<file path="config.mk">
export PLATFORM = sky130hd
export DESIGN_NAME = twm_master_rx
export DESIGN_NICKNAME = d
export VERILOG_FILES = /design/src/twm_pkg.sv /design/src/twm_sync.sv /design/src/twm_tick.sv /design/src/twm_master_rx.sv
export SDC_FILE = /design/constraint.sdc
export NUM_CORES = 1
export LEC_CHECK = 0
export ABC_AREA = 1
export BUFFER_PORTS_ARGS = -buffer_cell sky130_fd_sc_hd__buf_2
export CORE_ASPECT_RATIO = 0.6
export CORE_UTILIZATION = 55
export DETAILED_ROUTE_END_ITERATION = 10
export HOLD_SLACK_MARGIN = 0.15
export PLACE_DENSITY = 0.79
export SETUP_SLACK_MARGIN = 0.15
export SYNTH_ARGS = -nofsm -noshare
export SYNTH_HDL_FRONTEND = slang
export SYNTH_SLANG_ARGS = --single-unit
</file>
<file path="constraint.sdc">
create_clock -name pclk -period 3.2 [get_ports pclk]
set_input_delay 0.64 -clock pclk [delete_from_list [all_inputs] [get_ports pclk]]
set_output_delay 0.64 -clock pclk [all_outputs]
set_load 0.01 [all_outputs]
</file>
<file path="src/twm_pkg.sv">
package twm_pkg;
    // bus clock and bit timing
    localparam int TWM_CLK_NS = 25;
    localparam int TWM_QUARTER_NS = 2500;
    localparam int TWM_QUARTER_CYCLES =
        (TWM_QUARTER_NS / TWM_CLK_NS < 1) ? 1 : TWM_QUARTER_NS / TWM_CLK_NS;

    // apb register map
    localparam int TWM_ADDR_W = 4;
    localparam logic [3:0] TWM_CTRL_OFF = 4'h0;
    localparam logic [3:0] TWM_STATUS_OFF = 4'h4;
    localparam logic [3:0] TWM_DATA_OFF = 4'h8;

    // control register fields
    localparam int TWM_FLAG_BIT = 7;
    localparam int TWM_ACK_BIT = 6;
    localparam int TWM_START_BIT = 5;
    localparam int TWM_STOP_BIT = 4;
    localparam int TWM_WC_BIT = 3;
    localparam int TWM_EN_BIT = 2;
    localparam int TWM_IRQ_BIT = 0;

    // reset values
    localparam logic [7:0] TWM_DATA_RST = 8'hff;
    localparam logic [7:0] TWM_CODE_RST = 8'hf8;

    // status codes
    localparam logic [7:0] TWM_ST_START = 8'h08;
    localparam logic [7:0] TWM_ST_RSTART = 8'h10;
    localparam logic [7:0] TWM_ST_AW_ACK = 8'h18;
    localparam logic [7:0] TWM_ST_AW_NACK = 8'h20;
    localparam logic [7:0] TWM_ST_LOST = 8'h38;
    localparam logic [7:0] TWM_ST_AR_ACK = 8'h40;
    localparam logic [7:0] TWM_ST_AR_NACK = 8'h48;
    localparam logic [7:0] TWM_ST_RX_ACK = 8'h50;
    localparam logic [7:0] TWM_ST_RX_NACK = 8'h58;
    localparam logic [7:0] TWM_ST_IDLE = 8'hf8;

    // ninth clock of a byte carries the acknowledge
    localparam logic [3:0] TWM_ACK_SLOT = 4'h8;

    typedef enum logic [3:0] {
        S_IDLE, S_WAIT_FREE, S_START_A, S_START_B, S_HOLD, S_BIT_LOW,
        S_BIT_HIGH, S_RS_A, S_RS_B, S_STOP_A, S_STOP_B, S_LOST
    } twm_state_type;
endpackage : twm_pkg

</file>
<file path="src/twm_sync.sv">
module twm_sync #(
    parameter int WIDTH = 2
) (
    input logic pclk,
    input logic presetn,
    input logic ce,
    input logic [WIDTH-1:0] d,
    output logic [WIDTH-1:0] q
);
    typedef struct packed {
        logic [WIDTH-1:0] first;
        logic [WIDTH-1:0] second;
    } twm_sync_type;

    twm_sync_type r;
    twm_sync_type next_r;

    // idle bus lines float high, so reset to ones
    always_comb begin
        next_r.first = d;
        next_r.second = r.first;
    end

    always_ff @(posedge pclk or negedge presetn) begin
        if (!presetn) begin
            r <= '1;
        end else if (ce) begin
            r <= next_r;
        end
    end

    assign q = r.second;
endmodule : twm_sync

</file>
<file path="src/twm_tick.sv">
module twm_tick #(
    parameter int CYCLES = 100
) (
    input logic pclk,
    input logic presetn,
    input logic ce,
    output logic tick
);
    localparam int CW = $clog2(CYCLES + 1);
    localparam logic [CW-1:0] LAST = CW'(CYCLES - 1);

    typedef struct packed {
        logic [CW-1:0] cnt;
        logic tick;
    } twm_tick_type;

    twm_tick_type r;
    twm_tick_type next_r;

    always_comb begin
        next_r = r;
        next_r.tick = (r.cnt == LAST);
        next_r.cnt = (r.cnt == LAST) ? '0 : r.cnt + 1'b1;
    end

    always_ff @(posedge pclk or negedge presetn) begin
        if (!presetn) begin
            r <= '0;
        end else if (ce) begin
            r <= next_r;
        end
    end

    assign tick = r.tick;
endmodule : twm_tick

</file>
<file path="src/twm_master_rx.sv">
module twm_master_rx #(
    parameter int QUARTER_CYCLES = twm_pkg::TWM_QUARTER_CYCLES
) (
    input logic pclk,
    input logic presetn,
    input logic ce,
    input logic psel,
    input logic penable,
    input logic pwrite,
    input logic [twm_pkg::TWM_ADDR_W-1:0] paddr,
    input logic [31:0] pwdata,
    output logic [31:0] prdata,
    output logic pready,
    output logic pslverr,
    input logic scl_i,
    output logic scl_o,
    output logic scl_oe_n,
    input logic sda_i,
    output logic sda_o,
    output logic sda_oe_n,
    output logic master_tx_mode,
    output logic slave_mode
);
    import twm_pkg::*;

    typedef struct packed {
        twm_state_type state;
        logic flag;
        logic ack_en;
        logic start;
        logic stop;
        logic wc;
        logic en;
        logic irq_en;
        logic [7:0] code;
        logic [7:0] data;
        logic [7:0] shift;
        logic [3:0] cnt;
        logic rx;
        logic is_read;
        logic rep;
        logic busy;
        logic sda_q;
        logic tx_mode;
        logic slave_mode;
        logic scl_oe_n;
        logic sda_oe_n;
        logic low_lvl;
        logic pready;
        logic pslverr;
        logic [31:0] prdata;
    } twm_regs_type;

    twm_regs_type r;
    twm_regs_type next_r;

    logic tick;
    logic scl_s;
    logic sda_s;
    logic set_flag;
    logic setup;
    logic wr_ctrl;
    logic wr_data;
    logic release_sda;
    logic drive_bit;
    logic bit_done;

    twm_sync #(
        .WIDTH(2)
    ) u_sync (
        .pclk(pclk),
        .presetn(presetn),
        .ce(ce),
        .d({scl_i, sda_i}),
        .q({scl_s, sda_s})
    );

    twm_tick #(
        .CYCLES(QUARTER_CYCLES)
    ) u_tick (
        .pclk(pclk),
        .presetn(presetn),
        .ce(ce),
        .tick(tick)
    );

    // no wait state: data is prepared in setup, ready in access
    assign setup = psel && !penable && !r.pready;
    assign wr_ctrl = psel && penable && r.pready && pwrite && paddr == TWM_CTRL_OFF;
    assign wr_data = psel && penable && r.pready && pwrite && paddr == TWM_DATA_OFF;

    // sda level wanted during the low half of a bit
    assign release_sda = r.rx ? ((r.cnt == TWM_ACK_SLOT) ? !r.ack_en : 1'b1)
                              : ((r.cnt == TWM_ACK_SLOT) || r.shift[7]);
    // bits in which this end drives sda and may lose arbitration
    assign drive_bit = r.rx ? (r.cnt == TWM_ACK_SLOT) : (r.cnt != TWM_ACK_SLOT);
    // high half ends only once the line is really high: slaves may stretch
    assign bit_done = r.state == S_BIT_HIGH && tick && scl_s;

    always_comb begin
        next_r = r;
        set_flag = 1'b0;
        next_r.pready = setup;
        if (setup) begin
            next_r.pslverr = 1'b0;
            next_r.prdata = '0;
            case (paddr)
                TWM_CTRL_OFF: begin
                    next_r.prdata[7:0] = {r.flag, r.ack_en, r.start, r.stop,
                                          r.wc, r.en, 1'b0, r.irq_en};
                end
                TWM_STATUS_OFF: begin
                    next_r.prdata[7:0] = {r.code[7:3], 3'h0};
                end
                TWM_DATA_OFF: begin
                    next_r.prdata[7:0] = r.data;
                end
                default: begin
                    next_r.pslverr = 1'b1;
                end
            endcase
        end
        if (wr_ctrl) begin
            if (pwdata[TWM_FLAG_BIT]) begin
                next_r.flag = 1'b0;
            end
            next_r.ack_en = pwdata[TWM_ACK_BIT];
            next_r.start = pwdata[TWM_START_BIT];
            next_r.stop = pwdata[TWM_STOP_BIT];
            next_r.en = pwdata[TWM_EN_BIT];
            next_r.irq_en = pwdata[TWM_IRQ_BIT];
        end
        // data is only writable while the flag is up, else a collision
        if (wr_data) begin
            if (r.flag) begin
                next_r.data = pwdata[7:0];
                next_r.wc = 1'b0;
            end else begin
                next_r.wc = 1'b1;
            end
        end
        // bus busy tracking from start and stop conditions seen on the lines
        next_r.sda_q = sda_s;
        if (scl_s && r.sda_q && !sda_s) begin
            next_r.busy = 1'b1;
        end
        if (scl_s && !r.sda_q && sda_s) begin
            next_r.busy = 1'b0;
        end
        case (r.state)
            S_IDLE: begin
                next_r.scl_oe_n = 1'b1;
                next_r.sda_oe_n = 1'b1;
                if (r.start) begin
                    next_r.slave_mode = 1'b0;
                    next_r.state = S_WAIT_FREE;
                end
            end
            S_WAIT_FREE: begin
                if (!r.busy && scl_s && sda_s) begin
                    next_r.state = S_START_A;
                end
            end
            S_START_A: begin
                if (tick) begin
                    next_r.sda_oe_n = 1'b0;
                    next_r.state = S_START_B;
                end
            end
            // start code / repeated start code
            S_START_B: begin
                if (tick) begin
                    next_r.scl_oe_n = 1'b0;
                    set_flag = 1'b1;
                    next_r.code = r.rep ? TWM_ST_RSTART : TWM_ST_START;
                    next_r.rep = 1'b1;
                    next_r.state = S_HOLD;
                end
            end
            S_HOLD: begin
                next_r.scl_oe_n = 1'b0;
                if (!r.flag) begin
                    next_r.cnt = '0;
                    case (r.code)
                        TWM_ST_START, TWM_ST_RSTART: begin
                            next_r.shift = r.data;
                            next_r.is_read = r.data[0];
                            next_r.rx = 1'b0;
                            next_r.state = S_BIT_LOW;
                        end
                        TWM_ST_AR_ACK, TWM_ST_RX_ACK: begin
                            next_r.rx = 1'b1;
                            next_r.state = S_BIT_LOW;
                        end
                        default: begin
                            if (r.stop) begin
                                next_r.state = S_STOP_A;
                            end else if (r.start) begin
                                next_r.state = S_RS_A;
                            end
                        end
                    endcase
                end
            end
            S_BIT_LOW: begin
                next_r.sda_oe_n = release_sda;
                // scl rises only once sda has settled, else a false start or stop
                if (tick && r.sda_oe_n == release_sda) begin
                    next_r.scl_oe_n = 1'b1;
                    next_r.state = S_BIT_HIGH;
                end
            end
            S_BIT_HIGH: begin
                if (bit_done) begin
                    if (r.sda_oe_n && !sda_s && drive_bit) begin
                        next_r.scl_oe_n = 1'b1;
                        next_r.sda_oe_n = 1'b1;
                        set_flag = 1'b1;
                        next_r.code = TWM_ST_LOST;
                        next_r.state = S_LOST;
                    end else if (r.cnt == TWM_ACK_SLOT) begin
                        next_r.scl_oe_n = 1'b0;
                        set_flag = 1'b1;
                        next_r.state = S_HOLD;
                        if (r.rx) begin
                            next_r.data = r.shift;
                            next_r.code = r.sda_oe_n ? TWM_ST_RX_NACK : TWM_ST_RX_ACK;
                        end else if (r.is_read) begin
                            next_r.code = sda_s ? TWM_ST_AR_NACK : TWM_ST_AR_ACK;
                            next_r.tx_mode = 1'b0;
                        end else begin
                            next_r.tx_mode = 1'b1;
                            next_r.code = sda_s ? TWM_ST_AW_NACK : TWM_ST_AW_ACK;
                        end
                    end else begin
                        next_r.scl_oe_n = 1'b0;
                        next_r.cnt = r.cnt + 4'h1;
                        next_r.shift = {r.shift[6:0], sda_s};
                        next_r.state = S_BIT_LOW;
                    end
                end
            end
            S_RS_A: begin
                next_r.sda_oe_n = 1'b1;
                if (tick && r.sda_oe_n) begin
                    next_r.scl_oe_n = 1'b1;
                    next_r.state = S_RS_B;
                end
            end
            S_RS_B: begin
                if (tick && scl_s) begin
                    next_r.state = S_START_A;
                end
            end
            S_STOP_A: begin
                next_r.sda_oe_n = 1'b0;
                if (tick && !r.sda_oe_n) begin
                    next_r.scl_oe_n = 1'b1;
                    next_r.state = S_STOP_B;
                end
            end
            S_STOP_B: begin
                if (tick && scl_s) begin
                    next_r.sda_oe_n = 1'b1;
                    next_r.stop = 1'b0;
                    next_r.rep = 1'b0;
                    next_r.tx_mode = 1'b0;
                    next_r.code = TWM_ST_IDLE;
                    next_r.state = r.start ? S_WAIT_FREE : S_IDLE;
                end
            end
            S_LOST: begin
                next_r.scl_oe_n = 1'b1;
                next_r.sda_oe_n = 1'b1;
                if (!r.flag) begin
                    next_r.rep = 1'b0;
                    next_r.tx_mode = 1'b0;
                    if (r.start) begin
                        next_r.state = S_WAIT_FREE;
                    end else begin
                        next_r.slave_mode = 1'b1;
                        next_r.code = TWM_ST_IDLE;
                        next_r.state = S_IDLE;
                    end
                end
            end
            default: begin
                next_r.state = S_IDLE;
            end
        endcase
        // disabled interface lets go of both lines at once
        if (!r.en) begin
            next_r.state = S_IDLE;
            next_r.scl_oe_n = 1'b1;
            next_r.sda_oe_n = 1'b1;
            next_r.rep = 1'b0;
        end
        if (set_flag) begin
            next_r.flag = 1'b1;
        end
    end

    always_ff @(posedge pclk or negedge presetn) begin
        if (!presetn) begin
            r <= '0;
            r.state <= S_IDLE;
            r.data <= TWM_DATA_RST;
            r.code <= TWM_CODE_RST;
            r.shift <= TWM_DATA_RST;
            r.sda_q <= 1'b1;
            r.scl_oe_n <= 1'b1;
            r.sda_oe_n <= 1'b1;
        end else if (ce) begin
            r <= next_r;
        end
    end

    assign prdata = r.prdata;
    assign pready = r.pready;
    assign pslverr = r.pslverr;
    assign scl_o = r.low_lvl;
    assign sda_o = r.low_lvl;
    assign scl_oe_n = r.scl_oe_n;
    assign sda_oe_n = r.sda_oe_n;
    assign master_tx_mode = r.tx_mode;
    assign slave_mode = r.slave_mode;

    a_hold_scl_low: assert property (
        @(posedge pclk) disable iff (!presetn)
        (r.state == S_HOLD && r.flag) |=> !r.scl_oe_n)
        else $error("clock line released while flag set");

    a_flag_clear: assert property (
        @(posedge pclk) disable iff (!presetn)
        (ce && wr_ctrl && pwdata[TWM_FLAG_BIT] && !set_flag) |=> !r.flag)
        else $error("flag not cleared by write of one");

    a_flag_set_wins: assert property (
        @(posedge pclk) disable iff (!presetn)
        (ce && set_flag) |=> r.flag)
        else $error("hardware flag set was lost");

    a_start_free: assert property (
        @(posedge pclk) disable iff (!presetn)
        (ce && r.en && r.state == S_WAIT_FREE && !r.busy && scl_s && sda_s)
        |=> r.state == S_START_A)
        else $error("start not begun on free bus");

    a_start_code: assert property (
        @(posedge pclk) disable iff (!presetn)
        (ce && r.en && r.state == S_START_B && tick && !r.rep)
        |=> r.flag && r.code == TWM_ST_START && !r.scl_oe_n)
        else $error("start code not reported");

    a_rstart_code: assert property (
        @(posedge pclk) disable iff (!presetn)
        (ce && r.en && r.state == S_START_B && tick && r.rep)
        |=> r.flag && r.code == TWM_ST_RSTART && r.state == S_HOLD)
        else $error("repeated start code not reported");

    a_addr_code: assert property (
        @(posedge pclk) disable iff (!presetn)
        (ce && r.en && bit_done && !r.rx && r.is_read && r.cnt == TWM_ACK_SLOT)
        |=> r.flag && (r.code == TWM_ST_AR_ACK || r.code == TWM_ST_AR_NACK
                       || r.code == TWM_ST_LOST))
        else $error("address acknowledge code wrong");

    a_rx_data: assert property (
        @(posedge pclk) disable iff (!presetn)
        (ce && r.en && bit_done && r.rx && r.cnt == TWM_ACK_SLOT && !set_flag == 1'b0
         && r.state == S_BIT_HIGH && !(r.sda_oe_n && !sda_s && drive_bit))
        |=> r.flag && r.data == $past(r.shift))
        else $error("received byte not in data register");

    a_write_mode: assert property (
        @(posedge pclk) disable iff (!presetn)
        (ce && r.en && bit_done && !r.rx && !r.is_read && r.cnt == TWM_ACK_SLOT)
        |=> r.tx_mode && r.code == ($past(sda_s) ? TWM_ST_AW_NACK : TWM_ST_AW_ACK))
        else $error("write address did not switch mode");

    a_lost_release: assert property (
        @(posedge pclk) disable iff (!presetn)
        (ce && r.en && r.state == S_LOST && !r.flag && !r.start)
        |=> r.slave_mode && r.state == S_IDLE && r.scl_oe_n && r.sda_oe_n)
        else $error("lost arbitration did not release bus");

    a_nack_stop: assert property (
        @(posedge pclk) disable iff (!presetn)
        (ce && r.en && r.state == S_HOLD && !r.flag && r.stop
         && (r.code == TWM_ST_AR_NACK || r.code == TWM_ST_RX_NACK))
        |=> r.state == S_STOP_A)
        else $error("stop not started after nack");

    a_stop_clear: assert property (
        @(posedge pclk) disable iff (!presetn)
        (ce && r.en && r.state == S_STOP_B && tick && scl_s)
        |=> !r.stop && r.sda_oe_n)
        else $error("stop bit not cleared after stop");

    a_scl_waits_sda: assert property (
        @(posedge pclk) disable iff (!presetn)
        (ce && r.en && r.state == S_BIT_LOW && r.sda_oe_n != release_sda)
        |=> !r.scl_oe_n)
        else $error("clock line released before data settled");
endmodule : twm_master_rx

</file>
# == Yosys cells after proc, flatten, opt, wreduce, memory -nomap -nowiden ==
# Index checks and enable logic that the tools add are counted.
# op_classes
reduce_logical,61
n_eq_ne,51
n_mux,90
bitwise,1
add_sub_neg,2
# ops
op,n
4-bit two-way mux,20
8-bit two-way mux,10
4-bit one-hot mux with 12 select lines,1
1-bit two-way mux,36
8-bit one-hot mux with 4 select lines,1
"3-bit != test, second input constant",10
28-bit two-way mux,1
"4-bit equality test, second input constant",6
12-bit one-hot mux with 2 select lines,1
8-bit one-hot mux with 3 select lines,1
1-bit logical AND,21
7-bit two-way mux,3
"4-bit by 3-bit equality test with 1-bit output, second input constant",5
20-bit two-way mux,1
"2-bit != test, second input constant",10
"8-bit by 7-bit equality test with 1-bit output, second input constant",2
16-bit two-way mux,1
8-bit AND reduction,2
14-bit two-way mux,1
14-bit AND reduction,1
7-bit AND reduction,2
12-bit two-way mux,1
"3-bit by 2-bit != test with 1-bit output, second input constant",4
6-bit AND reduction,2
35 further kinds,62
# totals
input_bits,44
reg_bits,70
word_cells,233

# == Longest topological paths before layout ==
# depth
ltp_word,10
ltp_mapped,13
ltp_nobuf,13

# == Cells and area by module ==
# Synthesis repeated with hierarchy kept, for this count alone.
# hier_totals
cells_unflattened,632
area_unflattened_um2,4466.8
# by_module_without_submodules
mod,cells_per_inst,seq_area_each_um2,area_per_inst_um2,instances
twm_master_rx,564,1406.3,3901.2,1
twm_tick,51,200.2,411.6,1
twm_sync,17,105.1,153.9,1

# == Worst setup path before layout ==
# No wires, ideal clock.
# synth_path
path_kind,in2reg
start,input port paddr[2] (netlist name)
end,register r[77] (netlist name)
required_ns,3.075
path_buffers,0
stages,4
setup_time_ns,0.125
setup_slack_ns,1.340
arrival_ns,1.736
path_cell_list,nor3_1 nand2_1 nor3_2 mux2_2
# synth_between
elab_chain_cells,3
# synth_rtl
element,line,source
from (decl),twm_master_rx.sv:10,"input logic [twm_pkg::TWM_ADDR_W-1:0] paddr,"
4-bit logical NOT,twm_master_rx.sv:89,assign wr_ctrl = psel && penable && r.pready && pwrite && paddr == TWM_CTRL_OFF;
1-bit logical AND,twm_master_rx.sv:89,
2-bit AND reduction (no source line),--,
to (signal assigned),twm_master_rx.sv:314,r <= next_r;
to (decl),twm_master_rx.sv:54,twm_regs_type r;
# Every way passes these cells.
# A chain may end at the register's enable or synchronous reset.

==> impl_metrics.ini <==
[run_status]
status = complete, no violations

[logic_synthesis]
netlist.area_leader.share = 0.220
seq_area_frac_synth = 0.385
synth_top_area_cell = dfrtp_1
yosys_warnings = 0
netlist_instances = 627
postSynthAreaPerCell_um2 = 7.08
netlist_area_um2 = 4440
yosysUniqueCellTypes = 43
synth-seq-cells = 67
ys_top_cells_by_area = dfrtp_1 (22%), dfstp_2 (17%), nand2_1 (16%)

[cells_and_area]
drive_gt1_frac = 0.166
layoutNonFillerInstCount = 762
diodes = 0
fillCellCount = 696
area_delta_synth_final_pct = 8.76
nNetsFinal = 702
ff_latch_area_um2 = 1710
stdcell_area_um2 = 4830
multi_input_area_um2 = 2240

[power]
p_seq_frac = 0.378
max-vdd-ir-drop_mv = 0.515
p_switching_mw = 1.49
clkPwrFrac = 0.260
power.internal_mw = 2.11
p_leak_nw = 2.48
p_per_area_nw_per_um2 = 744
switching_share = 0.413
comb_power_share = 0.362

[routing]
firstDrtPassIters = 5
drt_iter0_markers = 452
vias = 4158
antenna_left = 0
wirelength_um = 11600
routedWlPerCell_um = 15.3
vias_per_cell = 5.46
drc = 0

[worst_setup_path]
required_ps = 3430
critPathKind = reg -> reg
worstPathMaxFanout = 7
start_kind = flip-flop
worstSetupEndpointType = flip-flop
arrival_ps = 2480

[sta]
fin_crit_sh = 0.703
finalSetupViolations = 0
finalMaxSlewViolations = 0
grt_setup_unrepaired = false
finalClockSkew_ps = 7.73
tns_ps = 0
max_freq_ghz = 0.445
worst_pin_slew_ps = 957
finalHoldViolCount = 0
maxSlewHeadroom = 0.362
period_needed_ps = 2250

[clock_network]
tritoncts = built
cts_resized = 0
cts_buffer_depth = 2
cts_root_buffer = clkbuf_16
hold_buffers = 0
cts.sinks = 67
cts_max_level = 3
path_clk_slew_ps = 50
postCtsSetupRepairBufs = 0
cts-buffers-inserted = 9
clk_latency_ps = 340

[worst_hold_path]
hp-class = in -> async

[place]
io_buffers = 33
dpl-instance-area_um2 = 4550
post-place-cells = 746
dp.final_hpwl_um = 8740
gp_congestion = 0.980

[global_routing]
gr-total-overflow = 0
grt_pass1_vias = 3774
track_usage = 0.296
antenna_found_initial = 0
grt_first_pass_wirelength_um = 19300
grt_max_degree = 39

[floorplanning]
top_level_ports = 84
die_area_um2 = 8450
num_rows = 24
coreArea_um2 = 7540
die_width_um = 118
initial_core_util = 0.589
die_y_um = 71.6

[run]
drv_cap = 0
## flip-flops by register name, indices dropped and copies added (netlist names), 2 cells and up
name           flops
prdata             8
u_sync.q           2
u_sync.next_r      2
u_tick.r           7
r                 41
## cell usage in the layout, fill, tap and decap left out, types with 3 or more instances in the layout
cell       instances
nor2_1            51
nand4_1            3
a21oi_1           17
dfstp_2           28
buf_2             33
conb_1            26
nand2_1          192
nor3_1            10
ha_1               5
o21ai_0           55
nor2_4             5
inv_1             64
dfrtp_1           39
nand2_4            4
inv_2              6
o21ai_2            4
buf_4              5
o32ai_1            8
nand3_1           57
clkbuf_16          9
## worst max-delay path, cell delays in order (launching register included)
cell,delay [ps]
dfrtp_1,390
inv_1,100
ha_1,230
nand2_1,120
nor2_4,190
nand2_1,180
nand3_4,160
nand2_1,90
nand2_1,80
nand2_1,150
nor2_1,220
nand2_1,100
nand2_1,70
nand2_1,50
## stage by stage
stage | util | worst slack (ps) | power (mW) | hold slack (ps)
after floorplan | - | 1340 | 2.31 | 344
after global placement | 0.604 | 1030 | 2.59 | 452
after detailed placement | 0.604 | 973 | 2.63 | 456
after CTS | 0.641 | 999 | 3.57 | 437
after global routing | 0.641 | 747 | 3.85 | 472
final | 0.641 | 951 | 3.60 | 400
## power by group through the flow
| stage | Sequential, mW | Combinational (mW) | Clock [mW] |
|---|---|---|---|
| finish | 1.36 | 1.30 | 0.935 |
| global route | 1.39 | 1.48 | 0.969 |
| CTS | 1.35 | 1.28 | 0.938 |
| detailed placement | 1.36 | 1.27 | 0 |
| global placement | 1.35 | 1.24 | 0 |
| floorplan | 1.28 | 1.03 | 0 |
## cells in the mapped netlist (all sizes together)
master,n
a21boi,2
a21oi,17
a31oi,1
a32oi,1
and3,2
buf,38
clkbuf,10
clkinv,1
conb,1
dfrtp,39
dfstp,28
ha,5
inv,70
mux2,1
nand2,198
nand3,60
nand3b,1
nand4,3
nor2,57
nor3,12
nor3b,1
o211ai,2
o21a,1
o21ai,61
o22ai,2
o31ai,2
o32ai,8
o41ai,1
xor2,2
## final cells by class
cell class	count	share of cell area
Clock buffer	12	0.0531
Clock inverter	4	0.00492
Inverter	71	0.0552
Timing Repair Buffer	38	0.0420
Tap cell	104	0.0269
Sequential cell	67	0.354
Multi-Input combinational cell	466	0.463
## kinds of logic after synthesis
group,Yosys count,synth area share
and+or+nand+nor,334,0.334
buffers and inverters,119,0.132
AOI/OAI and AO/OA,98,0.127
DFF,67,0.385
adders and majority gates,5,0.0141
xor gates and xnor gates,2,0.00395
other,1,0.000844
muxes,1,0.00254
## per-layer routing
metal,up-vias,global-route usage,part of all wire
met1,1923,0.449,0.48
met4,0,0.0641,0.0099
li1,2021,-,-
met3,15,0.0828,0.11
met2,199,0.418,0.40
met5,-,0,0
## final timing paths
path                                               from                      end  slack [ps]  cells past startpoint
setup / recovery                      r[44]$_DFFE_PN0P_        r[43]$_DFFE_PN0P_         950                     13
hold / removal                                  presetn    prdata[3]$_DFFE_PN0P_         400                      1
setup reg to reg                      r[44]$_DFFE_PN0P_        r[43]$_DFFE_PN0P_         950                     13
hold reg to reg            u_sync.next_r[1]$_DFFE_PN1P_  u_sync.q[1]$_DFFE_PN1P_         460                      2
max in group asynchronous                       presetn        r[70]$_DFFE_PN1P_        2000                      2
min in group pclk          u_sync.next_r[1]$_DFFE_PN1P_  u_sync.q[1]$_DFFE_PN1P_         460                      2
Power figures use the tool's default switching activity.
